$ cat config.mk
export PLATFORM = sky130hd
export DESIGN_NAME = bft_top
export DESIGN_NICKNAME = d
export VERILOG_FILES = /design/src/bft_pickup_flag.v /design/src/bft_delay_timer.v /design/src/bft_top.v
export VERILOG_INCLUDE_DIRS = /design/src /design/src/src
export SDC_FILE = /design/constraint.sdc
export NUM_CORES = 1
export LEC_CHECK = 0
export BUFFER_PORTS_ARGS = -buffer_cell sky130_fd_sc_hd__clkbuf_2
export CORE_ASPECT_RATIO = 1.5
export CORE_MARGIN = 2
export CORE_UTILIZATION = 40
export CTS_CLUSTER_DIAMETER = 120
export DETAILED_ROUTE_END_ITERATION = 7
export PLACE_DENSITY = 0.54
export SLEW_MARGIN = 20
export SYNTH_ARGS = -nofsm -noshare
export SYNTH_HDL_FRONTEND = slang
export SYNTH_HIERARCHICAL = 1
export SYNTH_SLANG_ARGS = --single-unit
export TNS_END_PERCENT = 1
$ cat constraint.sdc
create_clock -name CLK_IN -period 5.9 [get_ports CLK_IN]
set_input_delay 0.295 -clock CLK_IN [delete_from_list [all_inputs] [get_ports CLK_IN]]
set_output_delay 0.295 -clock CLK_IN [all_outputs]
set_load 0.03 [all_outputs]
$ cat src/bft_regs.vh
// Register map, field positions, reset values and timing counts of the breaker failure timers.
// Function
// - One pick-up starts both delay counters together.
// - Second-coil enable, default yes, gates that stage.
// - Second-coil output after second-coil delay, 5 ms steps.
// - Failure output after failure delay, 5 ms steps.
// - Current-only: pick-up from currents, trip ignored.
// - Current-only: counters clear when currents drop.
// - Current-and-trip: counters halt until trip active.
// - Current-and-trip: clear on current drop or trip release.
// - Current-or-trip: pick-up on either condition.
// - Current-or-trip: outputs after delays on either.
// - Current-or-trip: clear only when both gone.
// - Second-coil disabled: only failure counter runs.
// - Second-coil output on its own pin.
// - Current flags release below 97 percent of threshold.
// - Block at pick-up raises blocked, stops counters.
`ifndef BFT_REGS_VH
`define BFT_REGS_VH

`define BFT_ADDR_W          4
`define BFT_REG_CTRL        4'h0
`define BFT_REG_RETR_DLY    4'h1
`define BFT_REG_FAIL_DLY    4'h2
`define BFT_REG_PH_THR      4'h3
`define BFT_REG_RES_THR     4'h4
`define BFT_REG_STATUS      4'h5
`define BFT_REG_IRQ_STAT    4'h6
`define BFT_REG_IRQ_MASK    4'h7

`define BFT_CTRL_MODE_LSB   0
`define BFT_CTRL_RETR_EN    2
`define BFT_CTRL_RESET      32'h0000_0004
`define BFT_MODE_CUR        2'h0
`define BFT_MODE_CUR_AND    2'h1
`define BFT_MODE_CUR_OR     2'h2

`define BFT_RETR_DLY_RESET  16'h0014
`define BFT_FAIL_DLY_RESET  16'h0028
`define BFT_PH_THR_RESET    16'h0014
`define BFT_RES_THR_RESET   16'h04B0

`define BFT_RELEASE_NUM     97
`define BFT_RELEASE_DEN     100

`define BFT_TICK_NS         5000000
`define BFT_CLK_NS          10
`define BFT_TICK_CYCLES     (`BFT_TICK_NS / `BFT_CLK_NS)

`define BFT_EV_START        0
`define BFT_EV_RETR         1
`define BFT_EV_FAIL         2
`define BFT_EV_BLOCK        3
`define BFT_NUM_EV          4

`endif

$ cat src/bft_pickup_flag.v
// Current pick-up comparator with hysteresis release.
`timescale 1ns/1ps
module bft_pickup_flag #(
    parameter W = 16
) (
    input  wire         clk_in,
    input  wire         rst_in,
    input  wire [W-1:0] meas_in,
    input  wire [W-1:0] thr_in,
    output reg          flag_out
);
    // Release point is the threshold scaled to 97 percent, widened to avoid overflow.
    wire [W+7:0] meas_scaled = {8'h00, meas_in} * 8'h64;
    wire [W+7:0] thr_scaled  = {8'h00, thr_in} * 8'h61;

    // Set above threshold, hold until the current falls below the release point.
    always @(posedge clk_in or posedge rst_in) begin
        if (rst_in) begin
            flag_out <= 1'b0;
        end else if (meas_in > thr_in) begin
            flag_out <= 1'b1;
        end else if (meas_scaled < thr_scaled) begin
            flag_out <= 1'b0;
        end
    end
endmodule

$ cat src/bft_delay_timer.v
// Tick-driven delay counter that fires once a start condition lasted its delay.
`timescale 1ns/1ps
module bft_delay_timer #(
    parameter W = 16
) (
    input  wire         clk_in,
    input  wire         rst_in,
    input  wire         clear_in,
    input  wire         run_in,
    input  wire         tick_in,
    input  wire [W-1:0] delay_in,
    output reg          done_out
);
    reg [W-1:0] count_r;

    // Clear wins over counting; the count saturates at the delay so it cannot wrap.
    always @(posedge clk_in or posedge rst_in) begin
        if (rst_in) begin
            count_r  <= {W{1'b0}};
            done_out <= 1'b0;
        end else if (clear_in) begin
            count_r  <= {W{1'b0}};
            done_out <= 1'b0;
        end else begin
            if (run_in && tick_in && count_r < delay_in) begin
                count_r <= count_r + 1'b1;
            end
            done_out <= run_in && (count_r >= delay_in);
        end
    end
endmodule

$ cat src/bft_top.v
// Breaker failure timers: pick-up logic, retrip and failure delays, registers and interrupt.
//
// Strobed register access and the address map were left to the implementer.
`timescale 1ns/1ps
`include "bft_regs.vh"
module bft_top #(
    parameter TICK_CYCLES = `BFT_TICK_CYCLES,
    parameter CUR_W       = 16
) (
    input  wire                   CLK_IN,
    input  wire                   RST_IN,
    input  wire [`BFT_ADDR_W-1:0] ADDR_IN,
    input  wire [31:0]            WDATA_IN,
    input  wire                   WR_IN,
    input  wire                   RD_IN,
    output reg  [31:0]            RDATA_OUT,
    input  wire [CUR_W-1:0]       PHASE_CUR_IN,
    input  wire [CUR_W-1:0]       RESID_CUR_IN,
    input  wire                   PRIMARY_TRIP_IN,
    input  wire                   BLOCK_IN,
    output reg                    SECOND_COIL_OUT,
    output reg                    BREAKER_FAILURE_OUTPUT_OUT,
    output reg                    BLOCKED_OUT,
    output reg                    IRQ_OUT
);
    reg  [1:0]        mode_r;
    reg               retr_en_r;
    reg  [15:0]       second_coil_delay_r;
    reg  [15:0]       fail_delay_r;
    reg  [CUR_W-1:0]  phase_pickup_threshold_r;
    reg  [CUR_W-1:0]  residual_pickup_threshold_r;
    reg  [31:0]       tick_cnt_r;
    reg               tick_r;
    reg  [2:0]        trip_sync_r;
    reg  [2:0]        blk_sync_r;
    reg               trip_r;
    reg               blk_r;
    reg               pickup_d_r;
    reg               blocked_r;
    reg               retr_d_r;
    reg               fail_d_r;
    reg  [`BFT_NUM_EV-1:0] irq_stat_r;
    reg  [`BFT_NUM_EV-1:0] irq_mask_r;
    reg  [`BFT_NUM_EV-1:0] ev_nxt;
    reg               pickup;
    reg               run;
    wire              ph_flag;
    wire              res_flag;
    wire              retr_done;
    wire              fail_done;
    wire              cur_flag = ph_flag | res_flag;
    wire              wr_ctrl  = WR_IN && (ADDR_IN == `BFT_REG_CTRL);

    // Current comparators with their own release hysteresis.
    bft_pickup_flag #(.W(CUR_W)) u_ph (
        .clk_in   (CLK_IN),
        .rst_in   (RST_IN),
        .meas_in  (PHASE_CUR_IN),
        .thr_in   (phase_pickup_threshold_r),
        .flag_out (ph_flag)
    );
    bft_pickup_flag #(.W(CUR_W)) u_res (
        .clk_in   (CLK_IN),
        .rst_in   (RST_IN),
        .meas_in  (RESID_CUR_IN),
        .thr_in   (residual_pickup_threshold_r),
        .flag_out (res_flag)
    );

    // Pins cross from outside; a change is taken once the last two stages agree.
    always @(posedge CLK_IN or posedge RST_IN) begin
        if (RST_IN) begin
            trip_sync_r <= 3'h0;
            blk_sync_r  <= 3'h0;
            trip_r      <= 1'b0;
            blk_r       <= 1'b0;
        end else begin
            trip_sync_r <= {trip_sync_r[1:0], PRIMARY_TRIP_IN};
            blk_sync_r  <= {blk_sync_r[1:0], BLOCK_IN};
            if (trip_sync_r[2] == trip_sync_r[1]) begin
                trip_r <= trip_sync_r[2];
            end
            if (blk_sync_r[2] == blk_sync_r[1]) begin
                blk_r <= blk_sync_r[2];
            end
        end
    end

    // Free running 5 ms tick paces both delay counters.
    always @(posedge CLK_IN or posedge RST_IN) begin
        if (RST_IN) begin
            tick_cnt_r <= 32'h0;
            tick_r     <= 1'b0;
        end else if (tick_cnt_r >= TICK_CYCLES - 1) begin
            tick_cnt_r <= 32'h0;
            tick_r     <= 1'b1;
        end else begin
            tick_cnt_r <= tick_cnt_r + 32'h1;
            tick_r     <= 1'b0;
        end
    end

    // Pick-up and run condition per criterion; halting only applies to current-and-trip.
    always @* begin
        case (mode_r)
            `BFT_MODE_CUR_AND: begin
                pickup = cur_flag;
                run    = cur_flag & trip_r;
            end
            `BFT_MODE_CUR_OR: begin
                pickup = cur_flag | trip_r;
                run    = pickup;
            end
            default: begin
                pickup = cur_flag;
                run    = cur_flag;
            end
        endcase
    end

    // Block latched at pick-up; a block after start also resets the counters.
    always @(posedge CLK_IN or posedge RST_IN) begin
        if (RST_IN) begin
            pickup_d_r <= 1'b0;
            blocked_r  <= 1'b0;
        end else begin
            pickup_d_r <= pickup;
            if (!pickup) begin
                blocked_r <= 1'b0;
            end else if (blk_r) begin
                blocked_r <= 1'b1;
            end
        end
    end

    wire active = run & ~blocked_r & ~blk_r;

    // Both timers share one start so they begin in the same cycle.
    bft_delay_timer #(.W(16)) u_retr (
        .clk_in   (CLK_IN),
        .rst_in   (RST_IN),
        .clear_in (~active | ~retr_en_r),
        .run_in   (active),
        .tick_in  (tick_r),
        .delay_in (second_coil_delay_r),
        .done_out (retr_done)
    );
    bft_delay_timer #(.W(16)) u_fail (
        .clk_in   (CLK_IN),
        .rst_in   (RST_IN),
        .clear_in (~active),
        .run_in   (active),
        .tick_in  (tick_r),
        .delay_in (fail_delay_r),
        .done_out (fail_done)
    );

    // A start in the first cycle of a pick-up, and rising edges of retrip, failure and blocked, become events.
    always @* begin
        ev_nxt = {`BFT_NUM_EV{1'b0}};
        ev_nxt[`BFT_EV_START] = active & ~pickup_d_r;
        ev_nxt[`BFT_EV_RETR]  = retr_done & ~retr_d_r;
        ev_nxt[`BFT_EV_FAIL]  = fail_done & ~fail_d_r;
        ev_nxt[`BFT_EV_BLOCK] = pickup & blk_r & ~blocked_r;
    end

    // Settings and interrupt registers; a new event wins over a write-one clear.
    always @(posedge CLK_IN or posedge RST_IN) begin
        if (RST_IN) begin
            mode_r                      <= `BFT_MODE_CUR;
            retr_en_r                   <= 1'b1;
            second_coil_delay_r         <= `BFT_RETR_DLY_RESET;
            fail_delay_r                <= `BFT_FAIL_DLY_RESET;
            phase_pickup_threshold_r    <= `BFT_PH_THR_RESET;
            residual_pickup_threshold_r <= `BFT_RES_THR_RESET;
            irq_stat_r                  <= {`BFT_NUM_EV{1'b0}};
            irq_mask_r                  <= {`BFT_NUM_EV{1'b0}};
            retr_d_r                    <= 1'b0;
            fail_d_r                    <= 1'b0;
        end else begin
            retr_d_r <= retr_done;
            fail_d_r <= fail_done;
            if (wr_ctrl) begin
                mode_r    <= WDATA_IN[`BFT_CTRL_MODE_LSB+1:`BFT_CTRL_MODE_LSB];
                retr_en_r <= WDATA_IN[`BFT_CTRL_RETR_EN];
            end
            if (WR_IN && ADDR_IN == `BFT_REG_RETR_DLY) begin
                second_coil_delay_r <= WDATA_IN[15:0];
            end
            if (WR_IN && ADDR_IN == `BFT_REG_FAIL_DLY) begin
                fail_delay_r <= WDATA_IN[15:0];
            end
            if (WR_IN && ADDR_IN == `BFT_REG_PH_THR) begin
                phase_pickup_threshold_r <= WDATA_IN[CUR_W-1:0];
            end
            if (WR_IN && ADDR_IN == `BFT_REG_RES_THR) begin
                residual_pickup_threshold_r <= WDATA_IN[CUR_W-1:0];
            end
            if (WR_IN && ADDR_IN == `BFT_REG_IRQ_MASK) begin
                irq_mask_r <= WDATA_IN[`BFT_NUM_EV-1:0];
            end
            if (WR_IN && ADDR_IN == `BFT_REG_IRQ_STAT) begin
                irq_stat_r <= (irq_stat_r & ~WDATA_IN[`BFT_NUM_EV-1:0]) | ev_nxt;
            end else begin
                irq_stat_r <= irq_stat_r | ev_nxt;
            end
        end
    end

    // Outputs come from flip-flops; the second coil has its own pin apart from the trip.
    always @(posedge CLK_IN or posedge RST_IN) begin
        if (RST_IN) begin
            SECOND_COIL_OUT            <= 1'b0;
            BREAKER_FAILURE_OUTPUT_OUT <= 1'b0;
            BLOCKED_OUT                <= 1'b0;
            IRQ_OUT                    <= 1'b0;
        end else begin
            SECOND_COIL_OUT            <= retr_done & retr_en_r;
            BREAKER_FAILURE_OUTPUT_OUT <= fail_done;
            BLOCKED_OUT                <= blocked_r;
            IRQ_OUT                    <= |(irq_stat_r & irq_mask_r);
        end
    end

    // Read data stand one cycle after the strobe; unmapped addresses read zero.
    always @(posedge CLK_IN or posedge RST_IN) begin
        if (RST_IN) begin
            RDATA_OUT <= 32'h0;
        end else if (RD_IN) begin
            case (ADDR_IN)
                `BFT_REG_CTRL:     RDATA_OUT <= {29'h0, retr_en_r, mode_r};
                `BFT_REG_RETR_DLY: RDATA_OUT <= {16'h0, second_coil_delay_r};
                `BFT_REG_FAIL_DLY: RDATA_OUT <= {16'h0, fail_delay_r};
                `BFT_REG_PH_THR:   RDATA_OUT <= {{(32-CUR_W){1'b0}}, phase_pickup_threshold_r};
                `BFT_REG_RES_THR:  RDATA_OUT <= {{(32-CUR_W){1'b0}}, residual_pickup_threshold_r};
                `BFT_REG_STATUS:   RDATA_OUT <= {26'h0, trip_r, cur_flag, blocked_r,
                                                 fail_done, retr_done, active};
                `BFT_REG_IRQ_STAT: RDATA_OUT <= {28'h0, irq_stat_r};
                `BFT_REG_IRQ_MASK: RDATA_OUT <= {28'h0, irq_mask_r};
                default:           RDATA_OUT <= 32'h0;
            endcase
        end else begin
            RDATA_OUT <= 32'h0;
        end
    end
endmodule

* Yosys cells after proc, flatten, opt, wreduce, memory -nomap -nowiden
Cells that the tools add are included.
** Word-level totals
- Register bits after elaboration :: 191
- Input port bits :: 74
- Output and inout bits :: 36
- Logic and storage cells :: 117
** Operators by class
- Add/sub/neg operators :: 3
- $mul :: 4
- Magnitude comparators :: 9
- Eq/ne operators :: 13
- Mux-type cells :: 19
- Bitwise gates (word level) :: 24
- Reduce and logical (&&, ||, !) cells :: 17
** Operators by type and width (number)
- one-hot mux 16 bit (8 select lines) :: 1
- 2-to-1 mux 16 bit :: 4
- 2-to-1 mux 32 bit :: 2
- < comparator 23 bit :: 2
- multiplier 16 x 7 -> 23 bit (second input constant) :: 2
- multiplier 16 x 5 -> 21 bit (second input constant) :: 2
- adder 16 x 1 -> 16 bit (second input constant) :: 2
- adder 32 x 1 -> 32 bit (second input constant) :: 1
- greater-or-equal comparator 16 bit :: 2
- greater-or-equal comparator 32 x 19 -> 1 bit (second input constant) :: 1
- greater-than comparator 16 bit :: 2
- < comparator 16 bit :: 2
- == test 4 x 3 -> 1 bit (second input constant) :: 4
- logical AND 1 bit :: 12
- 2-to-1 mux 1 bit :: 10
- bitwise AND 1 bit :: 9
- bitwise AND 4 bit :: 2
- == test 4 x 2 -> 1 bit (second input constant) :: 2
- bitwise OR 4 bit :: 2
- inverter 1 bit :: 7
- nonzero test 2 bit :: 3
- == test 4 x 1 -> 1 bit (second input constant) :: 1
- logical NOT 4 bit :: 1
- 2-to-1 mux 4 bit :: 1
- other kinds (9) :: 12

* Depth between registers and ports, before layout
- Word-level depth :: 9
- Depth in mapped cells :: 20
- Mapped depth without buffers :: 20

* Modules after synthesis
The synthesis kept the hierarchy.
** By module, submodules not included
- bft_top :: times used 1, cells an instance 454, area an instance 5925.7 um^2, sequential area each 3492.1 um^2
- bft_pickup_flag at u_res :: times used 1, cells an instance 499, area an instance 4205.3 um^2, sequential area each 25.0 um^2
- bft_pickup_flag at u_ph :: times used 1, cells an instance 496, area an instance 4125.2 um^2, sequential area each 25.0 um^2
- bft_delay_timer :: times used 2, cells an instance 154, area an instance 1300.0 um^2, sequential area each 425.4 um^2

* Worst setup path after synthesis
OpenSTA, ideal clock, no wires.
- Kind :: reg-to-reg
- Start point :: register residual_pickup_threshold_r[5]
- End point :: register u_res.flag_out
- Setup time :: 136 ps
- Arrival time :: 4285 ps
- Data required time :: 5764 ps
- Setup slack :: 1479 ps
- Stages on the path, launching flop included :: 21
- Buffers on the path :: 0
- Clock period less this slack :: 4421 ps
- Path through :: dfstp_2 ha_1 ha_1 ha_1 inv_1 fa_1 inv_1 ha_1 o21ai_0 a21oi_1 o2bb2ai_1 o311ai_1 a21oi_1 xor2_1 ha_1 a21o_1 a21o_1 a21oi_1 o21ai_0 a221oi_1 o41ai_1
** On the way
- Word-level cells in the longest chain between the ends :: 3
- Elaborated cells between the ends (all ways) :: 5
- Classes of those cells :: 1 x mul; 2 x order compare; 1 x mux; 1 x reduce/logical
** Ends and longest elaborated chain
- start: declaration :: line bft_top.v:31 : reg [CUR_W-1:0] residual_pickup_threshold_r;
- start signal: assignment :: line bft_top.v:175 : residual_pickup_threshold_r <= `BFT_RES_THR_RESET;
- start signal: assignment :: line bft_top.v:197 : residual_pickup_threshold_r <= WDATA_IN[CUR_W-1:0];
- multiplier 16 x 7 -> 23 bit :: line bft_pickup_flag.v:14 : wire [W+7:0] thr_scaled = {8'h00, thr_in} * 8'h61;
- < comparator 23 bit :: line bft_pickup_flag.v:22 : end else if (meas_scaled < thr_scaled) begin
- nonzero test 2 bit (no source line)
- end signal: assignment :: line bft_pickup_flag.v:19 : flag_out <= 1'b0;
- end signal: assignment :: line bft_pickup_flag.v:21 : flag_out <= 1'b1;
- end signal: assignment :: line bft_pickup_flag.v:23 : flag_out <= 1'b0;
- end: declaration :: line bft_pickup_flag.v:10 : output reg flag_out
Several ways; a longest one is shown, not always the timed one.
A chain may end at the register's enable or synchronous reset.

* Worst setup path after layout
Ends and elaborated chain as after synthesis.

==> flow_metrics.env <==
export IMPL_num_rows=92
export IMPL_hold_viol_final=0
export IMPL_startpoint_type="flop"
export IMPL_hold_slack_ns=0.134
export IMPL_grt_pass1_vias=13300
export IMPL_drc=0
export IMPL_dpl_cell_area_sq_um=17800
export IMPL_fin_nets=2311
export IMPL_synth_edf_count=0
export IMPL_cts_buffer_depth=2
export IMPL_fillerInstances=4147
export IMPL_grt_start_max_net_pins=71
export IMPL_ir_drop_mv=0.162
export IMPL_die_area_sq_um=43800
export IMPL_cts_num_sinks=175
export IMPL_cts_hold_buf=3
export IMPL_ys_ff_latch=175
export IMPL_rsz0062_at_grt="false"
export IMPL_final_setup_tns_ns=0
export IMPL_io_pins=110
export IMPL_worstPathRequired_ns=6.21
export IMPL_cts_setup_buffers=0
export IMPL_detail_route_antenna_nets=0
export IMPL_max_freq_ghz=0.196
export IMPL_num_antenna_cells=0
export IMPL_gr_usage_all_layers_pct=19.4
export IMPL_ys_seq_area_share_pct=26.1
export IMPL_core_area_sq_um=41800
export IMPL_portBuffers=77
export IMPL_gp_congestion=0.809
export IMPL_slew_headroom_pct=29.8
export IMPL_setup_viol=0
export IMPL_final_layout_size_suffix_gt1_share_pct=9.59
export IMPL_start_util_pct=40.3
export IMPL_dp_hpwl_mm=33.1
export IMPL_final_cell_area_sq_um=18400
export IMPL_wl_mm=40.9
export IMPL_power_leakage_nw=9.14
export IMPL_ys_async_sr_fraction_pct=100
export IMPL_fp_dieH_um=255
export IMPL_worst_skew_pair_late_latency_ns=0.45
export IMPL_grt_overflow=0
export IMPL_yosys_warnings=6
export IMPL_layout_setup_ws_ns=0.799
export IMPL_slew_viol_final=0
export IMPL_ys_flop_type="dfrtp_1"
export IMPL_die_width_um=172
export IMPL_syn_inst=1757
export IMPL_hp_class="primary input to flop"
export IMPL_dr_first_iter_drc_count=539
export IMPL_outcome="completed"
export IMPL_maxCapViolCount=0
export IMPL_pre_cts_ws_ns=0.836
export IMPL_ctsResizeCount=0
export IMPL_skew_ns=0.0133
export IMPL_viasPerCell=5.41
export IMPL_cp_arrival_ns=5.42
export IMPL_htreeDepth=4
export IMPL_finalCritPeriodShare_pct=86.5
export IMPL_worstSetupPathType="flop to flop"
export IMPL_worstMarginPinSlew_ns=1.05
export IMPL_syn_area_sq_um=16900
export IMPL_cp_end_kind="flop"
export IMPL_postSynthAreaPerCell_sq_um=9.59
export IMPL_wl_per_cell_um=16.9
export IMPL_cts_clk_slew_worst_paths_ns=0.07
export IMPL_grt_pass1_wl_mm=67.2
export IMPL_antenna_found_initial=2
export IMPL_p_per_area_nw_per_um2=405
export IMPL_min_period_ns=5.10
export IMPL_num_vias=13100
export IMPL_cts_root_buf="clkbuf_16"
export IMPL_final_util_pct=44.1
export IMPL_dr_pass1_iters=5
export IMPL_critPathMaxFanout=6
export IMPL_cts_buffers_inserted=17
export IMPL_cts_tree="done"
export IMPL_synth_cell_types=94
export IMPL_area_delta_synth_final_pct=9.40
[layer usage]
metal	part of all wire (%)	wire length [um]	track usage [%]
met1	43	17700	23.9
met2	52	21100	34.9
met3	2.6	1060	2.34
met4	2.4	995	5.70
met5	0.042	17	0
[stage by stage]
stage | power, mW | instances
finish | 7.48 | 2421
global route | 8.34 | 2421
CTS | 7.57 | 2421
detailed placement | 6.42 | 2386
global placement | 6.28 | 2386
floorplan | 5.30 | 1785
[worst paths after layout]
path                                                             from                                  endpoint  slack, ns  cells after the start
hold / removal                                            WDATA_IN[9]   phase_pickup_threshold_r[9]$_DFFE_PP0P_       0.13                      2
hold reg to reg                              trip_sync_r[0]$_DFF_PP0_                  trip_sync_r[1]$_DFF_PP0_       0.35                      0
max in group asynchronous                                      RST_IN  phase_pickup_threshold_r[11]$_DFFE_PP0P_       3.80                      4
setup reg to reg           residual_pickup_threshold_r[5]$_DFFE_PP1P_                u_res/flag_out$_DFFE_PP0P_       0.80                     21
min in group asynchronous                                      RST_IN                 u_ph/flag_out$_DFFE_PP0P_       0.45                      3
setup / recovery           residual_pickup_threshold_r[5]$_DFFE_PP1P_                u_res/flag_out$_DFFE_PP0P_       0.80                     21
[worst max-delay path: stages (launching register included)]
cell and delay (ns):
dfstp_2 0.64, ha_1 0.27, ha_1 0.30, ha_1 0.28, inv_1 0.05, fa_1 0.49
inv_1 0.04, ha_1 0.33, o21a_1 0.15, o31ai_1 0.13, o2bb2ai_1 0.16, buf_4 0.15
o311ai_1 0.33, a21oi_1 0.13, xor2_1 0.16, ha_1 0.30, a21o_1 0.16, a21o_1 0.17
a21oi_1 0.17, o21ai_0 0.13, a221oi_1 0.32, o41ai_1 0.13
[cell usage in the layout, fill, tap and decap left out, types with 33 or more instances in the layout]
| cell | Yosys | layout |
|---|---|---|
| ha_1 | 355 | 355 |
| xnor2_1 | 37 | 37 |
| xor2_1 | 33 | 33 |
| mux2_1 | 62 | 62 |
| dfrtp_1 | 164 | 164 |
| nand2_1 | 83 | 83 |
| inv_1 | 259 | 258 |
| nand3_1 | 36 | 36 |
| o21ai_0 | 50 | 50 |
| nor3_1 | 36 | 36 |
| a21oi_1 | 113 | 113 |
| nor2_1 | 60 | 60 |
| clkbuf_2 | 1 | 77 |
| fa_1 | 38 | 38 |
[Yosys cell counts (all sizes together), types with 11 or more instances]
| cell type | instances | share of area, % |
|---|---|---|
| ha | 355 | 26 |
| inv | 259 | 5.8 |
| dfrtp | 164 | 24 |
| a21oi | 116 | 3.5 |
| nand2 | 86 | 2.0 |
| mux2 | 80 | 5.4 |
| nor2 | 60 | 1.3 |
| o21ai | 59 | 1.8 |
| nand3 | 39 | 1.2 |
| fa | 38 | 4.5 |
| nor3 | 38 | 1.2 |
| xnor2 | 37 | 1.9 |
| nand4 | 33 | 1.3 |
| xor2 | 33 | 1.7 |
| a22oi | 28 | 1.2 |
| buf | 28 | 1.1 |
| a211oi | 23 | 1.3 |
| or3 | 20 | 0.74 |
| a21o | 18 | 0.81 |
| clkbuf | 17 | 0.39 |
| nor2b | 16 | 0.59 |
| o211ai | 14 | 0.65 |
| nand2b | 13 | 0.50 |
| o31ai | 13 | 0.72 |
| a31oi | 11 | 0.50 |
| dfstp | 11 | 1.7 |
[flip-flops by register name (all words and copies together), names as in the netlist, 2 cells and up]
register,flops
RDATA_OUT,16
blk_sync_r,3
fail_delay_r,16
irq_mask_r,4
irq_stat_r,4
mode_r,2
phase_pickup_threshold_r,16
residual_pickup_threshold_r,16
second_coil_delay_r,16
tick_cnt_r,32
trip_sync_r,3
u_fail/count_r,16
u_retr/count_r,16
[power by group]
group | total (mW) | internal, mW | switching, mW | leakage, nW
Sequential | 1.59 | 1.37 | 0.224 | 2.22
Combinational | 4.79 | 2.10 | 2.69 | 6.66
Clock | 1.10 | 0.587 | 0.511 | 0.262
Total | 7.48 | 4.06 | 3.42 | 9.14
[cell type report]
cell class	count	area, sq um	area share (%)
Clock inverter	14	133	0.719
Timing Repair Buffer	85	453	2.46
Sequential cell	175	4390	23.8
Tap cell	564	706	3.83
Clock buffer	18	429	2.33
Multi-Input combinational cell	1306	11300	61.5
Inverter	259	977	5.30
[kinds of logic after synthesis]
| kind of cell | Yosys count | share of synthesized area (%) |
|---|---|---|
| other cells | 1 | 0.0222 |
| buf+inv | 304 | 7.27 |
| mux | 86 | 5.77 |
| xor+xnor | 70 | 3.64 |
| compound gates | 353 | 14.3 |
| simple gates | 373 | 12.0 |
| fa+ha+maj | 395 | 31.0 |
| flops | 175 | 26.1 |
No activity file was read; power rests on OpenSTA's default activity.
